[src/chad_pkg.sv]
// package: register map, field layouts and types for the channel adapter buffers
package chad_pkg;

  // ****************************************************************
  // register indexes (i/o codes); the bus byte address is index * 4
  // ****************************************************************
  localparam logic [7:0] IDX_ISEL_CTRL = 8'h60;
  localparam logic [7:0] IDX_ADDR_CMD = 8'h61;
  localparam logic [7:0] IDX_DS_CTRL = 8'h62;
  localparam logic [7:0] IDX_LS_ADDR_STAT = 8'h63;
  localparam logic [7:0] IDX_LS_DATA01 = 8'h64;
  localparam logic [7:0] IDX_LS_DATA23 = 8'h65;
  localparam logic [7:0] IDX_NATIVE_STAT = 8'h66;
  localparam logic [7:0] IDX_ERR_COND = 8'h67;
  localparam logic [7:0] IDX_MODE = 8'h6c;
  localparam logic [7:0] IDX_EB_DATA = 8'h6d;
  localparam logic [7:0] IDX_CS_ADDR = 8'h6e;
  localparam logic [7:0] IDX_COUNT = 8'h6f;

  // ****************************************************************
  // field positions and sizes
  // ****************************************************************
  localparam int MODE_EB_BIT = 15;          // bit 0.0 of the halfword
  localparam int MODE_CS_BIT = 14;          // bit 0.1 of the halfword
  localparam int DS_FLAG_ESC_PEND = 0;      // program flags an esc status
  localparam int DS_FLAG_TIO_AVAIL = 1;     // test-i/o status available
  localparam int DS_FLAG_NATIVE_PEND = 2;   // native status not yet taken
  localparam int ERR_CS_OUT = 0;
  localparam int ERR_CS_IN = 1;
  localparam int ERR_CS_ADDR = 2;
  localparam int ERR_CS_EXC = 3;
  localparam int EB_DEPTH = 32;
  localparam int EB_PTR_W = 5;
  localparam int EB_CNT_MAX = 32;
  localparam int CS_CNT_MAX = 256;
  localparam logic [7:0] ISEL_EVT_SEL = 8'h80;  // initial selection event

  // ****************************************************************
  // reset values
  // ****************************************************************
  localparam logic [15:0] RST_HALF = 16'h0000;
  localparam logic [7:0] RST_BYTE = 8'h00;

  // channel-side initial selection event
  typedef struct packed {
    logic valid;
    logic [7:0] dev_addr;
    logic [7:0] cmd;
    logic emulation;     // address belongs to the emulation subchannel
  } isel_evt_t;

  // cycle-steal error reports from the central control unit
  typedef struct packed {
    logic data_even;     // storage data arrived with even parity
    logic bad_data;      // unit saw even parity from us
    logic addr_even;     // address bus parity bad
    logic addr_prot;     // address in protected storage
  } cs_err_in_t;

  typedef enum logic [1:0] {
    ST_IDLE = 2'b00,
    ST_WRESP = 2'b01,
    ST_RDATA = 2'b10
  } bus_state_t;

endpackage

[src/channel_adapter_buffers.sv]
// channel adapter buffers: data-flow register set behind an axi4-lite slave
// Function
// capture device address and command at selection; read at 0x61
// four local data bytes: bytes 1-2 at 0x64, bytes 3-4 at 0x65
// local store keeps device address and emulation status at 0x63
// native status byte at 0x66, driven out on native status transfers
// native selection before status taken presents stored native status
// emulation selection with both flags presents program emulation status
// selection event recorded in control register read at 0x60
// data/status control register read and written at 0x62
// error/condition latches read at 0x67; errors raise error interrupt
// extended mode buffers 32 bytes; input 0x6c preloads in register
// input 0x6d returns in register then refills from next pair
// output 0x6d writes two bytes into the extended buffer
// outbus even byte goes first, odd byte to next address
// extended mode byte count held, at most 32
// cycle-steal address is 18 bits: 2-bit extension plus 16-bit low
// the unit advances the cycle-steal address after each transfer; here it changes only on register writes
// cycle-steal byte count held, at most 256
// storage data with even parity sets outbound-data error; here only in cycle-steal mode
// unit's bad-data report sets inbound-data error
// unit's address parity report sets address-bus error
// unit's protected-address report sets address-exception
// any cycle-steal error requests a level 1 interrupt
// both mode bits set selects extended-buffer mode
// in cycle-steal mode buffer locations 0 and 1 are the data buffer
//
// Local design decisions: the address map and register access over AXI4-Lite.
`timescale 1ns/1ps
module channel_adapter_buffers (
  input wire logic aclk,                      // 20 mhz clock
  input wire logic aresetn,                   // synchronous reset, low
  input wire logic [9:0] s_axi_awaddr,        // write address
  input wire logic s_axi_awvalid,             // write address valid
  output logic s_axi_awready,                 // write address ready
  input wire logic [31:0] s_axi_wdata,        // write data
  input wire logic [3:0] s_axi_wstrb,         // write strobes
  input wire logic s_axi_wvalid,              // write data valid
  output logic s_axi_wready,                  // write data ready
  output logic [1:0] s_axi_bresp,             // write response
  output logic s_axi_bvalid,                  // write response valid
  input wire logic s_axi_bready,              // write response ready
  input wire logic [9:0] s_axi_araddr,        // read address
  input wire logic s_axi_arvalid,             // read address valid
  output logic s_axi_arready,                 // read address ready
  output logic [31:0] s_axi_rdata,            // read data
  output logic [1:0] s_axi_rresp,             // read response
  output logic s_axi_rvalid,                  // read data valid
  input wire logic s_axi_rready,              // read data ready
  input wire chad_pkg::isel_evt_t isel,       // channel initial selection
  input wire logic native_status_taken,       // channel accepted native stat
  input wire logic native_status_xfer,        // native status transfer phase
  input wire chad_pkg::cs_err_in_t cs_err,    // cycle-steal error reports
  input wire logic [3:0] async_cond,          // asynchronous conditions
  output logic [7:0] chan_status,             // status byte to channel
  output logic extended_buffer_mode,          // extended mode active
  output logic cycle_steal_mode,              // cycle-steal mode active
  output logic [17:0] cycle_steal_address,    // storage address
  output logic [15:0] cs_buffer,              // last pair written at 0x6d; locations 0 and 1 in cycle-steal mode
  output logic l1_irq,                        // level 1 request
  output logic err_irq                        // error interrupt
);

  // ****************************************************************
  // state
  // ****************************************************************
  typedef struct packed {
    chad_pkg::bus_state_t bst;
    logic awready;
    logic wready;
    logic arready;
    logic bvalid;
    logic [1:0] bresp;
    logic rvalid;
    logic [1:0] rresp;
    logic [31:0] rdata;
    logic have_aw;
    logic have_w;
    logic [7:0] waddr;
    logic [15:0] wdata;
    logic [7:0] isel_ctrl;
    logic [7:0] sel_addr;
    logic [7:0] sel_cmd;
    logic [7:0] ds_ctrl;
    logic [7:0] ls_addr;
    logic [7:0] ls_esc_stat;
    logic [31:0] ls_data;
    logic [7:0] native_stat;
    logic [3:0] cs_errs;
    logic [3:0] async_lat;
    logic eb_mode;
    logic cs_mode;
    logic [4:0] eb_ptr;
    logic [15:0] in_reg;
    logic [15:0] outbus;
    logic [5:0] eb_count;
    logic [8:0] cs_count;
    logic [1:0] cs_ext;
    logic [15:0] cs_low;
    logic [7:0] chan_status;
    logic l1_irq;
    logic err_irq;
  } state_t;

  state_t q, d;
  logic [7:0] eb_mem [0:chad_pkg::EB_DEPTH-1];
  logic eb_we;
  logic [4:0] eb_wptr;
  logic [15:0] eb_wval;

  // decode a bus byte address into its register code
  function automatic logic [7:0] reg_code(input logic [9:0] a);
    reg_code = a[9:2];
  endfunction

  // read a byte pair from the extended buffer, even byte high
  function automatic logic [15:0] eb_pair(input logic [4:0] p);
    eb_pair = {eb_mem[{p[4:1], 1'b0}], eb_mem[{p[4:1], 1'b1}]};
  endfunction

  // ****************************************************************
  // next-state logic
  // ****************************************************************
  always_comb begin
    logic [7:0] rc;
    logic [31:0] rv;
    logic rok;
    logic wok;
    rc = 8'h00;
    rv = 32'h0000_0000;
    rok = 1'b0;
    wok = 1'b0;
    d = q;
    eb_we = 1'b0;
    eb_wptr = q.eb_ptr;
    eb_wval = q.outbus;
    d.awready = 1'b0;
    d.wready = 1'b0;
    d.arready = 1'b0;

    // initial selection capture; the event bit sticks until written
    if (isel.valid) begin
      d.sel_addr = isel.dev_addr;
      d.sel_cmd = isel.cmd;
      d.isel_ctrl = q.isel_ctrl | chad_pkg::ISEL_EVT_SEL;
      // status presented: program status overrides hardware status
      if (!isel.emulation && q.ds_ctrl[chad_pkg::DS_FLAG_NATIVE_PEND]) begin
        d.chan_status = q.native_stat;
      end else if (isel.emulation &&
                   q.ds_ctrl[chad_pkg::DS_FLAG_ESC_PEND] &&
                   q.ds_ctrl[chad_pkg::DS_FLAG_TIO_AVAIL]) begin
        d.chan_status = q.ls_esc_stat;
      end else begin
        d.chan_status = chad_pkg::RST_BYTE;
      end
    end else if (native_status_xfer) begin
      d.chan_status = q.native_stat;
    end
    if (native_status_taken) begin
      d.ds_ctrl[chad_pkg::DS_FLAG_NATIVE_PEND] = 1'b0;
    end

    // error latches: set wins over any software clear
    d.cs_errs[chad_pkg::ERR_CS_OUT] = q.cs_errs[chad_pkg::ERR_CS_OUT] |
      (cs_err.data_even & q.cs_mode);
    d.cs_errs[chad_pkg::ERR_CS_IN] = q.cs_errs[chad_pkg::ERR_CS_IN] |
      cs_err.bad_data;
    d.cs_errs[chad_pkg::ERR_CS_ADDR] = q.cs_errs[chad_pkg::ERR_CS_ADDR] |
      cs_err.addr_even;
    d.cs_errs[chad_pkg::ERR_CS_EXC] = q.cs_errs[chad_pkg::ERR_CS_EXC] |
      cs_err.addr_prot;
    d.async_lat = q.async_lat | async_cond;

    // write channel: take address and data in either order
    if (s_axi_awvalid && !q.have_aw && !q.awready &&
        q.bst == chad_pkg::ST_IDLE) begin
      d.awready = 1'b1;
      d.have_aw = 1'b1;
      d.waddr = reg_code(s_axi_awaddr);
    end
    if (s_axi_wvalid && !q.have_w && !q.wready &&
        q.bst == chad_pkg::ST_IDLE) begin
      d.wready = 1'b1;
      d.have_w = 1'b1;
      d.wdata = s_axi_wdata[15:0];
    end

    case (q.bst)
      chad_pkg::ST_IDLE: begin
        if (q.have_aw && q.have_w) begin
          d.have_aw = 1'b0;
          d.have_w = 1'b0;
          d.bst = chad_pkg::ST_WRESP;
          d.bvalid = 1'b1;
          wok = 1'b1;
          case (q.waddr)
            chad_pkg::IDX_ISEL_CTRL: begin
              d.isel_ctrl = isel.valid ? chad_pkg::ISEL_EVT_SEL
                                       : chad_pkg::RST_BYTE;
            end
            chad_pkg::IDX_ADDR_CMD: ;
            chad_pkg::IDX_DS_CTRL: d.ds_ctrl = q.wdata[7:0];
            chad_pkg::IDX_LS_ADDR_STAT: begin
              d.ls_addr = q.wdata[15:8];
              d.ls_esc_stat = q.wdata[7:0];
            end
            chad_pkg::IDX_LS_DATA01: d.ls_data[31:16] = q.wdata;
            chad_pkg::IDX_LS_DATA23: d.ls_data[15:0] = q.wdata;
            chad_pkg::IDX_NATIVE_STAT: begin
              d.native_stat = q.wdata[7:0];
              d.ds_ctrl[chad_pkg::DS_FLAG_NATIVE_PEND] = 1'b1;
            end
            chad_pkg::IDX_ERR_COND: begin
              // write-one-to-clear, but new events keep their bit
              d.cs_errs = d.cs_errs & ~(q.wdata[3:0] & ~{cs_err.addr_prot,
                cs_err.addr_even, cs_err.bad_data,
                cs_err.data_even & q.cs_mode});
              d.async_lat = d.async_lat & ~(q.wdata[7:4] & ~async_cond);
            end
            chad_pkg::IDX_MODE: begin
              d.eb_mode = q.wdata[chad_pkg::MODE_EB_BIT];
              d.cs_mode = q.wdata[chad_pkg::MODE_CS_BIT] &
                          ~q.wdata[chad_pkg::MODE_EB_BIT];
            end
            chad_pkg::IDX_EB_DATA: begin
              // even byte at the pointer, odd byte at the next address
              d.outbus = q.wdata;
              eb_we = 1'b1;
              eb_wptr = q.cs_mode ? 5'd0 : q.eb_ptr;
              eb_wval = q.wdata;
              if (!q.cs_mode) begin
                d.eb_ptr = q.eb_ptr + 5'd2;
              end
            end
            chad_pkg::IDX_CS_ADDR: begin
              d.cs_low = q.wdata;
            end
            chad_pkg::IDX_COUNT: begin
              // the extended count is clipped to its documented maximum; a cycle-steal count field of 0 stands for 256
              if (q.wdata[5:0] > 6'(chad_pkg::EB_CNT_MAX)) begin
                d.eb_count = 6'(chad_pkg::EB_CNT_MAX);
              end else begin
                d.eb_count = q.wdata[5:0];
              end
              d.cs_ext = q.wdata[15:14];
              d.cs_count = (q.wdata[13:6] == 8'h00) ?
                9'(chad_pkg::CS_CNT_MAX) : {1'b0, q.wdata[13:6]};
            end
            default: wok = 1'b0;
          endcase
          d.bresp = wok ? 2'b00 : 2'b10;
        end else if (s_axi_arvalid && !q.arready) begin
          d.arready = 1'b1;
          d.bst = chad_pkg::ST_RDATA;
          d.rvalid = 1'b1;
          rc = reg_code(s_axi_araddr);
          rok = 1'b1;
          case (rc)
            chad_pkg::IDX_ISEL_CTRL: rv = {24'h0, q.isel_ctrl};
            chad_pkg::IDX_ADDR_CMD: rv = {16'h0, q.sel_addr, q.sel_cmd};
            chad_pkg::IDX_DS_CTRL: rv = {24'h0, q.ds_ctrl};
            chad_pkg::IDX_LS_ADDR_STAT: rv = {16'h0, q.ls_addr,
                                              q.ls_esc_stat};
            chad_pkg::IDX_LS_DATA01: rv = {16'h0, q.ls_data[31:16]};
            chad_pkg::IDX_LS_DATA23: rv = {16'h0, q.ls_data[15:0]};
            chad_pkg::IDX_NATIVE_STAT: rv = {24'h0, q.native_stat};
            chad_pkg::IDX_ERR_COND: rv = {24'h0, q.async_lat,
                                          q.cs_errs};
            chad_pkg::IDX_MODE: begin
              // preload: pointer restarts and the first pair is loaded
              rv = {16'h0, q.eb_mode, q.cs_mode, 14'h0};
              d.eb_ptr = 5'd2;
              d.in_reg = eb_pair(5'd0);
            end
            chad_pkg::IDX_EB_DATA: begin
              rv = {16'h0, q.in_reg};
              d.in_reg = eb_pair(q.cs_mode ? 5'd0 : q.eb_ptr);
              if (!q.cs_mode) begin
                d.eb_ptr = q.eb_ptr + 5'd2;
              end
            end
            chad_pkg::IDX_CS_ADDR: rv = {14'h0, q.cs_ext, q.cs_low};
            chad_pkg::IDX_COUNT: rv = {7'h0, q.cs_count, 10'h0,
                                       q.eb_count};
            default: rok = 1'b0;
          endcase
          d.rdata = rv;
          d.rresp = rok ? 2'b00 : 2'b10;
        end
      end
      chad_pkg::ST_WRESP: begin
        if (s_axi_bready) begin
          d.bvalid = 1'b0;
          d.bst = chad_pkg::ST_IDLE;
        end
      end
      chad_pkg::ST_RDATA: begin
        if (s_axi_rready) begin
          d.rvalid = 1'b0;
          d.bst = chad_pkg::ST_IDLE;
        end
      end
      default: d.bst = chad_pkg::ST_IDLE;
    endcase

    d.l1_irq = |d.cs_errs;
    d.err_irq = |d.cs_errs;
  end

  // ****************************************************************
  // registers
  // ****************************************************************
  // buffer contents carry no reset: software must fill before use
  always_ff @(posedge aclk) begin
    if (eb_we) begin
      eb_mem[{eb_wptr[4:1], 1'b0}] <= eb_wval[15:8];
      eb_mem[{eb_wptr[4:1], 1'b1}] <= eb_wval[7:0];
    end
  end

  always_ff @(posedge aclk) begin
    if (!aresetn) begin
      q <= '0;
    end else begin
      q <= d;
    end
  end

  // outputs come straight from flip-flops
  assign s_axi_awready = q.awready;
  assign s_axi_wready = q.wready;
  assign s_axi_arready = q.arready;
  assign s_axi_bvalid = q.bvalid;
  assign s_axi_bresp = q.bresp;
  assign s_axi_rvalid = q.rvalid;
  assign s_axi_rresp = q.rresp;
  assign s_axi_rdata = q.rdata;
  assign chan_status = q.chan_status;
  assign extended_buffer_mode = q.eb_mode;
  assign cycle_steal_mode = q.cs_mode;
  assign cycle_steal_address = {q.cs_ext, q.cs_low};
  assign cs_buffer = q.outbus;
  assign l1_irq = q.l1_irq;
  assign err_irq = q.err_irq;

  // ****************************************************************
  // assertions
  // ****************************************************************
  property p_sel_capture;
    @(posedge aclk) disable iff (!aresetn)
      isel.valid |=> (q.sel_addr == $past(isel.dev_addr)) &&
                     (q.sel_cmd == $past(isel.cmd));
  endproperty
  a_sel_capture: assert property (p_sel_capture)
    else $error("selection address or command not captured");

  property p_isel_event;
    @(posedge aclk) disable iff (!aresetn)
      isel.valid |=> q.isel_ctrl[7];
  endproperty
  a_isel_event: assert property (p_isel_event)
    else $error("selection event not recorded");

  property p_native_present;
    @(posedge aclk) disable iff (!aresetn)
      (isel.valid && !isel.emulation &&
       q.ds_ctrl[chad_pkg::DS_FLAG_NATIVE_PEND])
      |=> chan_status == $past(q.native_stat);
  endproperty
  a_native_present: assert property (p_native_present)
    else $error("native status not presented");

  property p_esc_present;
    @(posedge aclk) disable iff (!aresetn)
      (isel.valid && isel.emulation && q.ds_ctrl[0] && q.ds_ctrl[1])
      |=> chan_status == $past(q.ls_esc_stat);
  endproperty
  a_esc_present: assert property (p_esc_present)
    else $error("emulation status not presented");

  property p_mode_excl;
    @(posedge aclk) disable iff (!aresetn)
      !(q.eb_mode && q.cs_mode);
  endproperty
  a_mode_excl: assert property (p_mode_excl)
    else $error("both modes active");

  property p_err_sticky;
    @(posedge aclk) disable iff (!aresetn)
      cs_err.bad_data |=> q.cs_errs[chad_pkg::ERR_CS_IN] && l1_irq;
  endproperty
  a_err_sticky: assert property (p_err_sticky)
    else $error("inbound error not latched or no level 1 request");

  // both requests follow the latches in the same cycle, so a software
  // clear drops them at once instead of one cycle late
  property p_l1_tracks;
    @(posedge aclk) disable iff (!aresetn)
      (l1_irq == (|q.cs_errs)) && (err_irq == (|q.cs_errs));
  endproperty
  a_l1_tracks: assert property (p_l1_tracks)
    else $error("level 1 request missing");

  property p_eb_count_max;
    @(posedge aclk) disable iff (!aresetn)
      q.eb_count <= 6'(chad_pkg::EB_CNT_MAX);
  endproperty
  a_eb_count_max: assert property (p_eb_count_max)
    else $error("extended byte count above maximum");

endmodule

[config.mk]
export PLATFORM = sky130hd
export DESIGN_NAME = channel_adapter_buffers
export DESIGN_NICKNAME = d
export VERILOG_FILES = /design/src/chad_pkg.sv /design/src/channel_adapter_buffers.sv
export SDC_FILE = /design/constraint.sdc
export NUM_CORES = 1
export LEC_CHECK = 0
export BUFFER_PORTS_ARGS = -buffer_cell sky130_fd_sc_hd__buf_2
export CAP_MARGIN = 5
export CORE_MARGIN = 4
export CORE_UTILIZATION = 30
export CTS_CLUSTER_DIAMETER = 80
export DETAILED_ROUTE_END_ITERATION = 7
export PLACE_DENSITY = 0.48
export SYNTH_ARGS = -nofsm -noshare
export SYNTH_HDL_FRONTEND = slang
export SYNTH_SLANG_ARGS = --single-unit
export TNS_END_PERCENT = 10
[constraint.sdc]
create_clock -name aclk -period 5.05 [get_ports aclk]
set_input_delay 0.2525 -clock aclk [delete_from_list [all_inputs] [get_ports aclk]]
set_output_delay 0.2525 -clock aclk [all_outputs]
set_load 0.01 [all_outputs]
Word-level counts from Yosys, hierarchy flattened
Memory sizes are Yosys's and may differ from the RTL's. Cells that the tools add are included.

Input bits: 91. Bits in latches: 0. ROM bits: 0. Word-level logic and storage cells: 207. Register bits: 239. Memories: 1. RAM bits: 256.

Memories: eb_mem (words 32, bits a word 8, rd ports 4, clocked after memory_dff 0, wr ports 2, RTL line channel_adapter_buffers.sv:106) `logic [7:0] eb_mem [0:chad_pkg::EB_DEPTH-1];`.

Equality and inequality tests: 33. Muxes and demuxes: 72. Divide/modulo/power cells: 0. Bitwise operators: 19. Shift-type cells: 0. Reductions and logical operators: 44. Magnitude comparators: 1. Add/subtract/negate cells: 1. $mul: 0.

Operators with widths (number): one-hot mux 25 bit (12 select lines) (1); equality test 8 x 7 -> 1 bit (second input constant) (24); 2-to-1 mux 139 bit (1); 2-to-1 mux 16 bit (8); 2-to-1 mux 8 bit (10); 2-to-1 mux 35 bit (2); 2-to-1 mux 69 bit (1); 2-to-1 mux 49 bit (1); one-hot mux 21 bit (2 select lines) (1); 2-to-1 mux 5 bit (7); AND reduction 3 bit (11); 2-to-1 mux 24 bit (1); OR reduction 12 bit (2); 2-to-1 mux 21 bit (1); 2-to-1 mux 1 bit (20); 2-to-1 mux 2 bit (10); 2-to-1 mux 17 bit (1); AND 4 bit (4); inverter 4 bit (4); AND reduction 4 bit (3); logical AND 1 bit (11); nonzero test 2 bit (5); 2-to-1 mux 9 bit (1); zero test 8 bit (1); 21 further kinds (39).

Depth between registers and ports, before layout
Gate-level depths: netlist (run 1).

Depth in word-level cells: 10. Depth in mapped cells: 10. Depth with buffers taken out: 7.

Worst setup path before layout (run 1)
OpenSTA, ideal clock, no wires.

Path type: reg2reg. From: register q[246] in the netlist's numbering. To: memory eb_mem[20][0], in the netlist eb_mem[10][0] (enable). Arrival: 3266 ps. Required time: 4620 ps. Buffers on the path: 4. Path slack: 1353 ps. Stages on the path, launching flop included: 9. Clock period less this slack: 3697 ps. Cell sequence: dfxtp_1 > buf_6 > nand4bb_1 > buf_2 > or2_1 > buf_6 > or3_1 > buf_2 > nor4_1.

RTL lines: start, declared (RTL line channel_adapter_buffers.sv:105) `state_t q, d;`; start signal, assigned (RTL line channel_adapter_buffers.sv:323) `q <= '0;`; start signal, assigned (RTL line channel_adapter_buffers.sv:325) `q <= d;`; end, declared (RTL line channel_adapter_buffers.sv:106).

==> flow_summary.yaml, run 1 <==
outcome:
  outcome: "finished clean"
synthesis:
  postSynth.asyncResetShare: 0
  yosys_most_used_dff: "edfxtp_1"
  yosysSeqAreaShare: 0.606
  synth.avg_cell_area_um2: 11.9
  synth-edff-count: 256
  synth_cell_type_count: 64
  netlist_area_mm2: 0.0202
  yosys_warnings: 0
  synth-seq-cells: 485
  synth_cells: 1701
cts:
  root_buffer: "clkbuf_16"
  cts_sinks: 485
  post_cts_buffers: 0
  clkTransAtPathRegs_ns: 0.06
  clkLatencyLatePin_ns: 0.60
  numCtsBuffers: 52
  cts_resized: 0
  htree_levels: 2
  clock_path_buffers: 3
  ctsHoldBuffers: 50
  cts_tree: "done"
critical_path:
  cpPeakStageDelay_ns: 0.91
  arrival_ns: 3.43
  worstPathRequired_ns: 5.24
  setup.worst_path.start_class: "flop"
  critical_path_class: "reg -> reg"
  critical_path.top_delay_family: "simple AND/OR/NAND/NOR gates"
  end_kind: "flop"
  worst-path-max-fanout: 16
  slowest_stage: "nor2_2"
  path_buf_inv: 0
  worstPathCellList: "nand4bb_1, or2_1, nor3_1, o21ai_0, nor2_2"
layout:
  drive_gt1_frac: 0.176
  fillers: 6564
  post-route-util: 0.355
  multi_input_area_mm2: 0.00694
  seq_area_mm2: 0.0123
  diodes: 0
  area_growth_pct: 16.2
  final_nets: 1884
sta:
  final_hold_viol_count: 0
  drv_slew: 0
  setup_tns_ns: 0
  relSlewSlack: 0.225
  finalSetupViolations: 0
  skew_ns: 0.0429
  rsz0062_at_grt: "false"
  tightest_slew_ns: 1.16
  period_needed_ns: 3.25
  fmax_mhz: 308
  period_share: 0.643
floorplanning:
  die_area_mm2: 0.0717
  initial_core_util: 0.305
  fp.dieW_um: 268
  coreArea_mm2: 0.0663
  boundaryPins: 178
  rows: 94
  die_h_um: 268
power_and_ir_drop:
  power_density_mw_per_mm2: 351
  p_comb_frac: 0.035
  switchingPower_mw: 1.82
  power_frac_clock: 0.452
  netSwitchingFraction: 0.221
  p_int_mw: 6.44
  ir_drop_uv: 235
  power_leakage_nw: 7.93
  sequentialPowerShare: 0.512
global_routing:
  grt_pass1_wl_um: 88200
  overflow: 0
  grt_util_all_layers: 0.163
  met3_usage: 0.0264
  grt_util_met1: 0.228
  grt_pass1_vias: 13300
  grt_max_degree: 106
  antenna_found_initial: 3
  busiest_layer: "met2"
  grt_use_met2: 0.264
detailed_routing:
  antenna_left: 0
  drt-pass1-iter-count: 5
  wl_per_cell_um: 22.1
  via_per_inst: 5.06
  route.vias.total: 13700
  wl_um: 59700
  drt_iter0_drc: 1060
  drcViolationCount: 0
place:
  gp_congestion: 0.821
  dp_hpwl_um: 39100
  port_buffers: 144
job:
  drv_cap: 0
worst_hold_path:
  hold_class: "in -> reg"
stage by stage:
step	power [mW]	instances	hold WS, ns	cell area [µm²]	setup slack (ns)
2_1_floorplan	4.45	1709	0.370	20300	1.35
3_3_place_gp	4.57	2551	0.439	21300	1.83
3_5_place_dp	4.57	2551	0.446	21300	1.78
4_1_cts	8.35	2698	0.0116	23500	1.75
5_1_grt	8.54	2698	0.0507	23500	1.55
6_report	8.26	2698	0.0379	23500	1.80
path summary, 6_finish.rpt:
| check | from | endpoint | slack, ns | depth (start not counted) |
|---|---|---|---|---|
| max reg2reg | q[246] | eb_mem[0][4] | 1.80 | 5 |
| min reg2reg | q[38] | q[38] | 0.45 | 2 |
| max | q[246] | eb_mem[0][4] | 1.80 | 5 |
| min | native_status_taken | q[148] | 0.04 | 4 |
routing by layer:
metal,part of all wire,vias up
met2,0.46,419
li1,-,6376
met1,0.46,6761
met3,0.058,94
met5,0,-
met4,0.025,0
power by group through the flow:
stage,combinational [mW],sequential [mW],clock [mW]
floorplan,0.204,4.25,0
global placement,0.258,4.31,0
CTS,0.291,4.23,3.83
global route,0.319,4.23,3.99
finish,0.292,4.23,3.74
detailed placement,0.260,4.31,0
cell type report:
cell class                 instances  share of cell area
inverter                          13             0.00229
multi-input combinational       1010               0.295
sequential                       485               0.522
clock buffer                      81              0.0663
timing repair buffer             229              0.0631
tap                              864              0.0460
clock inverter                    16             0.00553
cells by family after synthesis:
kind of cell | after synthesis | synth area share
buffers and inverters | 214 | 0.0561
other | 1 | 0.000185
AND/OR/NAND/NOR | 463 | 0.109
adder cells (fa/ha/maj) | 2 | 0.00124
flip-flops | 485 | 0.606
multiplexers | 246 | 0.134
AO/OA/AOI/OAI | 290 | 0.0928
synth_stat cells, types with 11 or more instances:
library cell | count | share of area
mux4_2 | 17 | 0.019
clkbuf_1 | 94 | 0.017
edfxtp_1 | 256 | 0.38
a21oi_1 | 81 | 0.020
buf_1 | 11 | 0.0020
a22oi_1 | 32 | 0.012
o211ai_1 | 34 | 0.013
buf_4 | 80 | 0.030
nor2_1 | 146 | 0.027
inv_1 | 12 | 0.0022
a211oi_1 | 13 | 0.0048
nor3_1 | 16 | 0.0040
mux2i_1 | 202 | 0.10
mux2_2 | 25 | 0.014
o22ai_1 | 54 | 0.017
nor4_1 | 29 | 0.0090
nand2_1 | 140 | 0.026
o21ai_0 | 29 | 0.0072
buf_2 | 14 | 0.0035
dfxtp_1 | 229 | 0.23
nor2b_1 | 22 | 0.0068
nand2b_1 | 13 | 0.0040
and2_1 | 20 | 0.0062
nand3_1 | 29 | 0.0072
tightest hold or removal path: cells and delay by family:
family / cells / cell delay (ns)
AO/OA/AOI/OAI: 1 / 0.08
buffers and inverters: 1 / 0.09
multiplexers: 1 / 0.12
AND/OR/NAND/NOR: 1 / 0.04
cell usage in the layout, fill, tap and decap left out, drive strengths merged, types with 12 or more instances in the layout:
| cell | synthesis | routed |
|---|---|---|
| nand3 | 29 | 29 |
| nor2 | 146 | 146 |
| a22oi | 32 | 32 |
| o22ai | 54 | 54 |
| nand2 | 140 | 140 |
| nor3 | 19 | 19 |
| nand2b | 13 | 13 |
| mux2 | 27 | 27 |
| clkbuf | 94 | 81 |
| a211oi | 13 | 13 |
| o21ai | 30 | 30 |
| buf | 107 | 179 |
| dlygate4sd3 | 0 | 50 |
| dfxtp | 229 | 229 |
| and2 | 20 | 20 |
| clkinv | 1 | 12 |
| o211ai | 34 | 34 |
| mux4 | 17 | 17 |
| a21oi | 82 | 82 |
| nor4 | 31 | 31 |
| mux2i | 202 | 202 |
| nor2b | 22 | 22 |
| inv | 12 | 15 |
| edfxtp | 256 | 256 |
flip-flops by register name, summed over array words and instances, names as in the netlist:
register and count:
eb_mem 256, q 152, s_axi_rdata 25, cycle_steal_address 18, cs_buffer 16, chan_status 8
cycle_steal_mode 1, err_irq 1, extended_buffer_mode 1, s_axi_arready 1, s_axi_awready 1, s_axi_bresp 1
s_axi_bvalid 1, s_axi_rresp 1, s_axi_rvalid 1, s_axi_wready 1
Note: power is estimated with default switching activity, not from simulation.
==> run 2, diff against run 1 <==
- PLACE_DENSITY: 0.48 -> 0.49
- clock period: 5.05 -> 2.8 ns (I/O delays scaled with it)
==> flow_summary.yaml, run 2 (same netlist as run 1, synthesis figures left out) <==
critical_path:
  critical_path_class: "reg -> reg"
  worst-path-max-fanout: 16
  end_kind: "flop"
  setup.worst_path.start_class: "flop"
  arrival_ns: 2.69
  worstPathRequired_ns: 3.07
  r2r_end: "eb_mem[9][5]"
  crit-reg2reg-launch: "q[203]"
  ff2ff_setup_slack_ns: 0.38
  ff2ff_path_depth: 6
power_and_ir_drop:
  power_leakage_nw: 8.28
  netSwitchingFraction: 0.223
  power_mw: 14.9
  sequentialPowerShare: 0.508
  switchingPower_mw: 3.32
  power_density_mw_per_mm2: 616
  p_int_mw: 11.6
  power_frac_clock: 0.447
  p_comb_frac: 0.045
  ir_drop_uv: 437
global_routing:
  grt_pass1_wl_um: 91300
  grt_util_all_layers: 0.169
  overflow: 0
  antenna_found_initial: 1
  grt_pass1_vias: 14000
  grt_max_degree: 128
cts:
  clkLatencyLatePin_ns: 0.60
  htree_levels: 2
  numCtsBuffers: 52
  root_buffer: "clkbuf_16"
  clkTransAtPathRegs_ns: 0.06
  clock_path_buffers: 3
  cts_tree: "done"
  cts_sinks: 485
sta:
  finalSetupViolations: 0
  final_hold_viol_count: 0
  relSlewSlack: 0.372
  drv_slew: 0
  setup_tns_ns: 0
  rsz0062_at_grt: "false"
  skew_ns: 0.0344
  period_needed_ns: 2.42
  period_share: 0.866
  tightest_slew_ns: 0.934
  fmax_mhz: 413
floorplanning:
  rows: 94
  coreArea_mm2: 0.0663
  die_area_mm2: 0.0717
  boundaryPins: 178
  die_h_um: 268
  initial_core_util: 0.305
  fp.dieW_um: 268
layout:
  multi_input_area_mm2: 0.00699
  drive_gt1_frac: 0.199
  final_nets: 1948
  largest_reg_flops: 256
  final_common_cell: "edfxtp_1"
  final_cell_mix: "edfxtp_1, dfxtp_1, mux2i_1"
  finalInstanceArea_mm2: 0.0242
  fillers: 6493
  area_growth_pct: 19.7
  seq_area_mm2: 0.0123
detailed_routing:
  drt_iter0_drc: 1022
  wl_per_cell_um: 22.4
  drt-pass1-iter-count: 5
  via_per_inst: 5.05
  wl_um: 61800
  route.vias.total: 14000
  drcViolationCount: 0
  antenna_left: 0
place:
  gp_congestion: 0.901
  port_buffers: 144
  dp_hpwl_um: 41500
  postPlaceCellArea_mm2: 0.0219
worst_hold_path:
  hold_start: "native_status_xfer"
  min_path_cells: 3
  min_to: "chan_status[6]"
  hold_class: "in -> reg"
outcome:
  outcome: "finished clean"
job:
  drv_cap: 0
run 2: what timing repair did:
action	CTS	global route
hold endpoints to repair	66	0
hold buffers	64	0
resized for setup	0	0
setup buffers	0	0
run 2: worst max path at each step:
| stage | start | end | slack, ns | cells past startpoint |
|---|---|---|---|---|
| 2_1_floorplan | q[246] | eb_mem[10][0] | -0.28 | 8 |
| 3_3_place_gp | q[201] | eb_mem[10][3] | 0.39 | 6 |
| 3_5_place_dp | q[201] | eb_mem[10][1] | 0.40 | 6 |
| 4_1_cts | q[203] | eb_mem[10][9] | 0.37 | 6 |
| 5_1_grt | q[203] | eb_mem[10][4] | 0.27 | 6 |
| 6_report | q[203] | eb_mem[9][5] | 0.38 | 6 |
run 2: power by group through the flow:
stage	combinational, mW	clock (mW)	sequential, mW
2_1_floorplan	0.367	0	7.67
3_3_place_gp	0.573	0	7.72
3_5_place_dp	0.578	0	7.73
4_1_cts	0.655	6.85	7.57
5_1_grt	0.717	7.14	7.58
6_report	0.666	6.67	7.58
run 2: stage by stage:
stage	worst slack (ns)	util	hold WS [ns]	cells
after detailed placement	0.402	0.331	0.370	2600
final	0.376	0.365	0.0362	2763
after global placement	0.386	0.331	0.362	2600
after CTS	0.374	0.365	0.00898	2761
after floorplan	-0.278	-	0.257	1709
after global routing	0.271	0.365	0.0465	2762
run 2: layout make-up:
type                       count  share of cell area
inverter                      13             0.00222
timing repair buffer         293              0.0899
antenna                        1            0.000103
clock buffer                  77              0.0610
sequential                   485               0.507
multi-input combinational   1010               0.289
tap                          864              0.0446
clock inverter                20             0.00713
run 2: metal layers:
layer / global-route usage / up-vias / part of all wire
met1: 0.232 / 6943 / 0.45
met4: 0.0543 / 0 / 0.030
li1: - / 6508 / -
met2: 0.275 / 394 / 0.46
met5: 0 / - / 0
met3: 0.0284 / 118 / 0.054
run 2: critical path: stages (launching register included):
cell,delay [ns]
dfxtp_1,0.41
nand4bb_1,0.15
or2_1,0.27
or3_1,0.45
or3_1,0.43
nor2_2,0.17
buf_12,0.20
==> run 3, diff against run 2 <==
- CORE_MARGIN: 4 -> 10
- CTS_CLUSTER_DIAMETER: 80 -> 30
==> flow_summary.yaml, run 3 (same netlist as run 1, synthesis figures left out) <==
global_routing:
  grt_pass1_vias: 14500
  antenna_found_initial: 2
  grt_max_degree: 82
  grt_pass1_wl_um: 94300
  overflow: 0
  grt_util_all_layers: 0.160
detailed_routing:
  wl_per_cell_um: 22.1
  drt_iter0_drc: 1027
  via_per_inst: 4.98
  drt-pass1-iter-count: 5
  drcViolationCount: 0
  antenna_left: 0
  wl_um: 63300
  route.vias.total: 14200
power_and_ir_drop:
  switchingPower_mw: 4.49
  p_comb_frac: 0.029
  power_leakage_nw: 9.24
  p_int_mw: 16.9
  sequentialPowerShare: 0.355
  power_frac_clock: 0.615
  netSwitchingFraction: 0.210
  power_density_mw_per_mm2: 814
  ir_drop_uv: 473
critical_path:
  cpPeakStageDelay_ns: 0.41
  path_buf_inv: 2
  slowest_stage: "dfxtp_1"
  crit_cells: 7
  ff2ff_path_depth: 7
  worst-path-max-fanout: 16
  end_kind: "flop"
  setup.worst_path.start_class: "flop"
  worstPathRequired_ns: 3.11
  critical_path_class: "reg -> reg"
  ff2ff_setup_slack_ns: 0.35
  arrival_ns: 2.76
  crit_top_cell: "buf_4"
  worstPathCellList: "nand4bb_1, or2_1, buf_4, nor3_1, nand3_1, nor2b_1, buf_4"
  critical_path.top_delay_family: "simple AND/OR/NAND/NOR gates"
cts:
  root_buffer: "clkbuf_16"
  htree_levels: 3
  cts_tree: "done"
  post_cts_buffers: 0
  cts_sinks: 485
  numCtsBuffers: 107
  clock_path_buffers: 3
  clkLatencyLatePin_ns: 0.65
  cts_resized: 0
  clkTransAtPathRegs_ns: 0.05
layout:
  drive_gt1_frac: 0.237
  finalInstanceArea_mm2: 0.0263
  fin_cells: 2859
  area_growth_pct: 29.8
  final_cell_mix: "edfxtp_1, dfxtp_1, mux2i_1"
  largest_reg_flops: 256
  final_common_cell: "edfxtp_1"
  diodes: 0
  fillers: 6388
  final_nets: 1987
sta:
  relSlewSlack: 0.252
  period_share: 0.874
  fmax_mhz: 409
  rsz0062_at_grt: "false"
  tightest_slew_ns: 1.12
  skew_ns: 0.0282
  layout_setup_ws_ns: 0.354
  drv_slew: 0
  finalSetupViolations: 0
  setup_tns_ns: 0
  period_needed_ns: 2.45
  final_hold_viol_count: 0
floorplanning:
  die_area_mm2: 0.0783
  boundaryPins: 178
  die_h_um: 280
  fp.dieW_um: 280
  initial_core_util: 0.302
  coreArea_mm2: 0.0670
  rows: 95
place:
  port_buffers: 144
  dp_hpwl_um: 41600
  pre_cts_slack_ns: 0.332
  gp_congestion: 0.876
  dp.cells: 2604
  postPlaceCellArea_mm2: 0.0219
job:
  drv_cap: 0
worst_hold_path:
  min_path_cells: 5
  hold_class: "in -> reg"
outcome:
  outcome: "finished clean"
-- run 3: cell type report --
class / instances / area (µm²) / area share
clock buffers: 143 / 3040 / 0.116
well taps: 873 / 1090 / 0.0416
repair buffers: 277 / 1990 / 0.0758
clock inverters: 58 / 833 / 0.0317
flip-flops and latches: 485 / 12300 / 0.467
inverters: 13 / 53.8 / 0.00205
multi-input cells: 1010 / 6990 / 0.266
-- run 3: routing by layer --
layer / wire length (µm) / part of all wire / track usage
met5: 15 / 0.00024 / 0
met4: 1240 / 0.020 / 0.0445
met3: 3750 / 0.059 / 0.0365
met2: 29900 / 0.47 / 0.264
met1: 28400 / 0.45 / 0.206
-- run 3: path summary, 6_finish.rpt --
check           startpoint           end
min reg2reg          q[29]         q[29]
max                 q[203]  eb_mem[3][8]
min          s_axi_arvalid        q[246]
max reg2reg         q[203]  eb_mem[3][8]
-- run 3: what timing repair did --
item                                   CTS  global route
endpoints found under the hold margin   89             0
setup endpoints to repair                0             0
hold buffers                            54             0
-- run 3: worst reg2reg max path, delay by kind of cell (launching register included) --
family | cells | cell delay (ns)
buf+inv | 2 | 0.47
flops | 1 | 0.41
simple gates | 5 | 1.22
-- run 3: per-stage QoR --
step           utilization  power [mW]  hold WS, ns
2_1_floorplan            -        8.03        0.257
3_3_place_gp         0.326        8.29        0.356
6_report             0.392        21.4       0.0299
4_1_cts              0.392        21.6     0.000656
5_1_grt              0.392        22.1       0.0198
3_5_place_dp         0.326        8.30        0.370
-- run 3: power by group through the flow --
stage	logic, mW	registers, mW	clock network [mW]
after global placement	0.562	7.73	0
after detailed placement	0.569	7.73	0
after global routing	0.682	7.60	13.8
final	0.631	7.60	13.2
after CTS	0.630	7.60	13.4
after floorplan	0.367	7.67	0
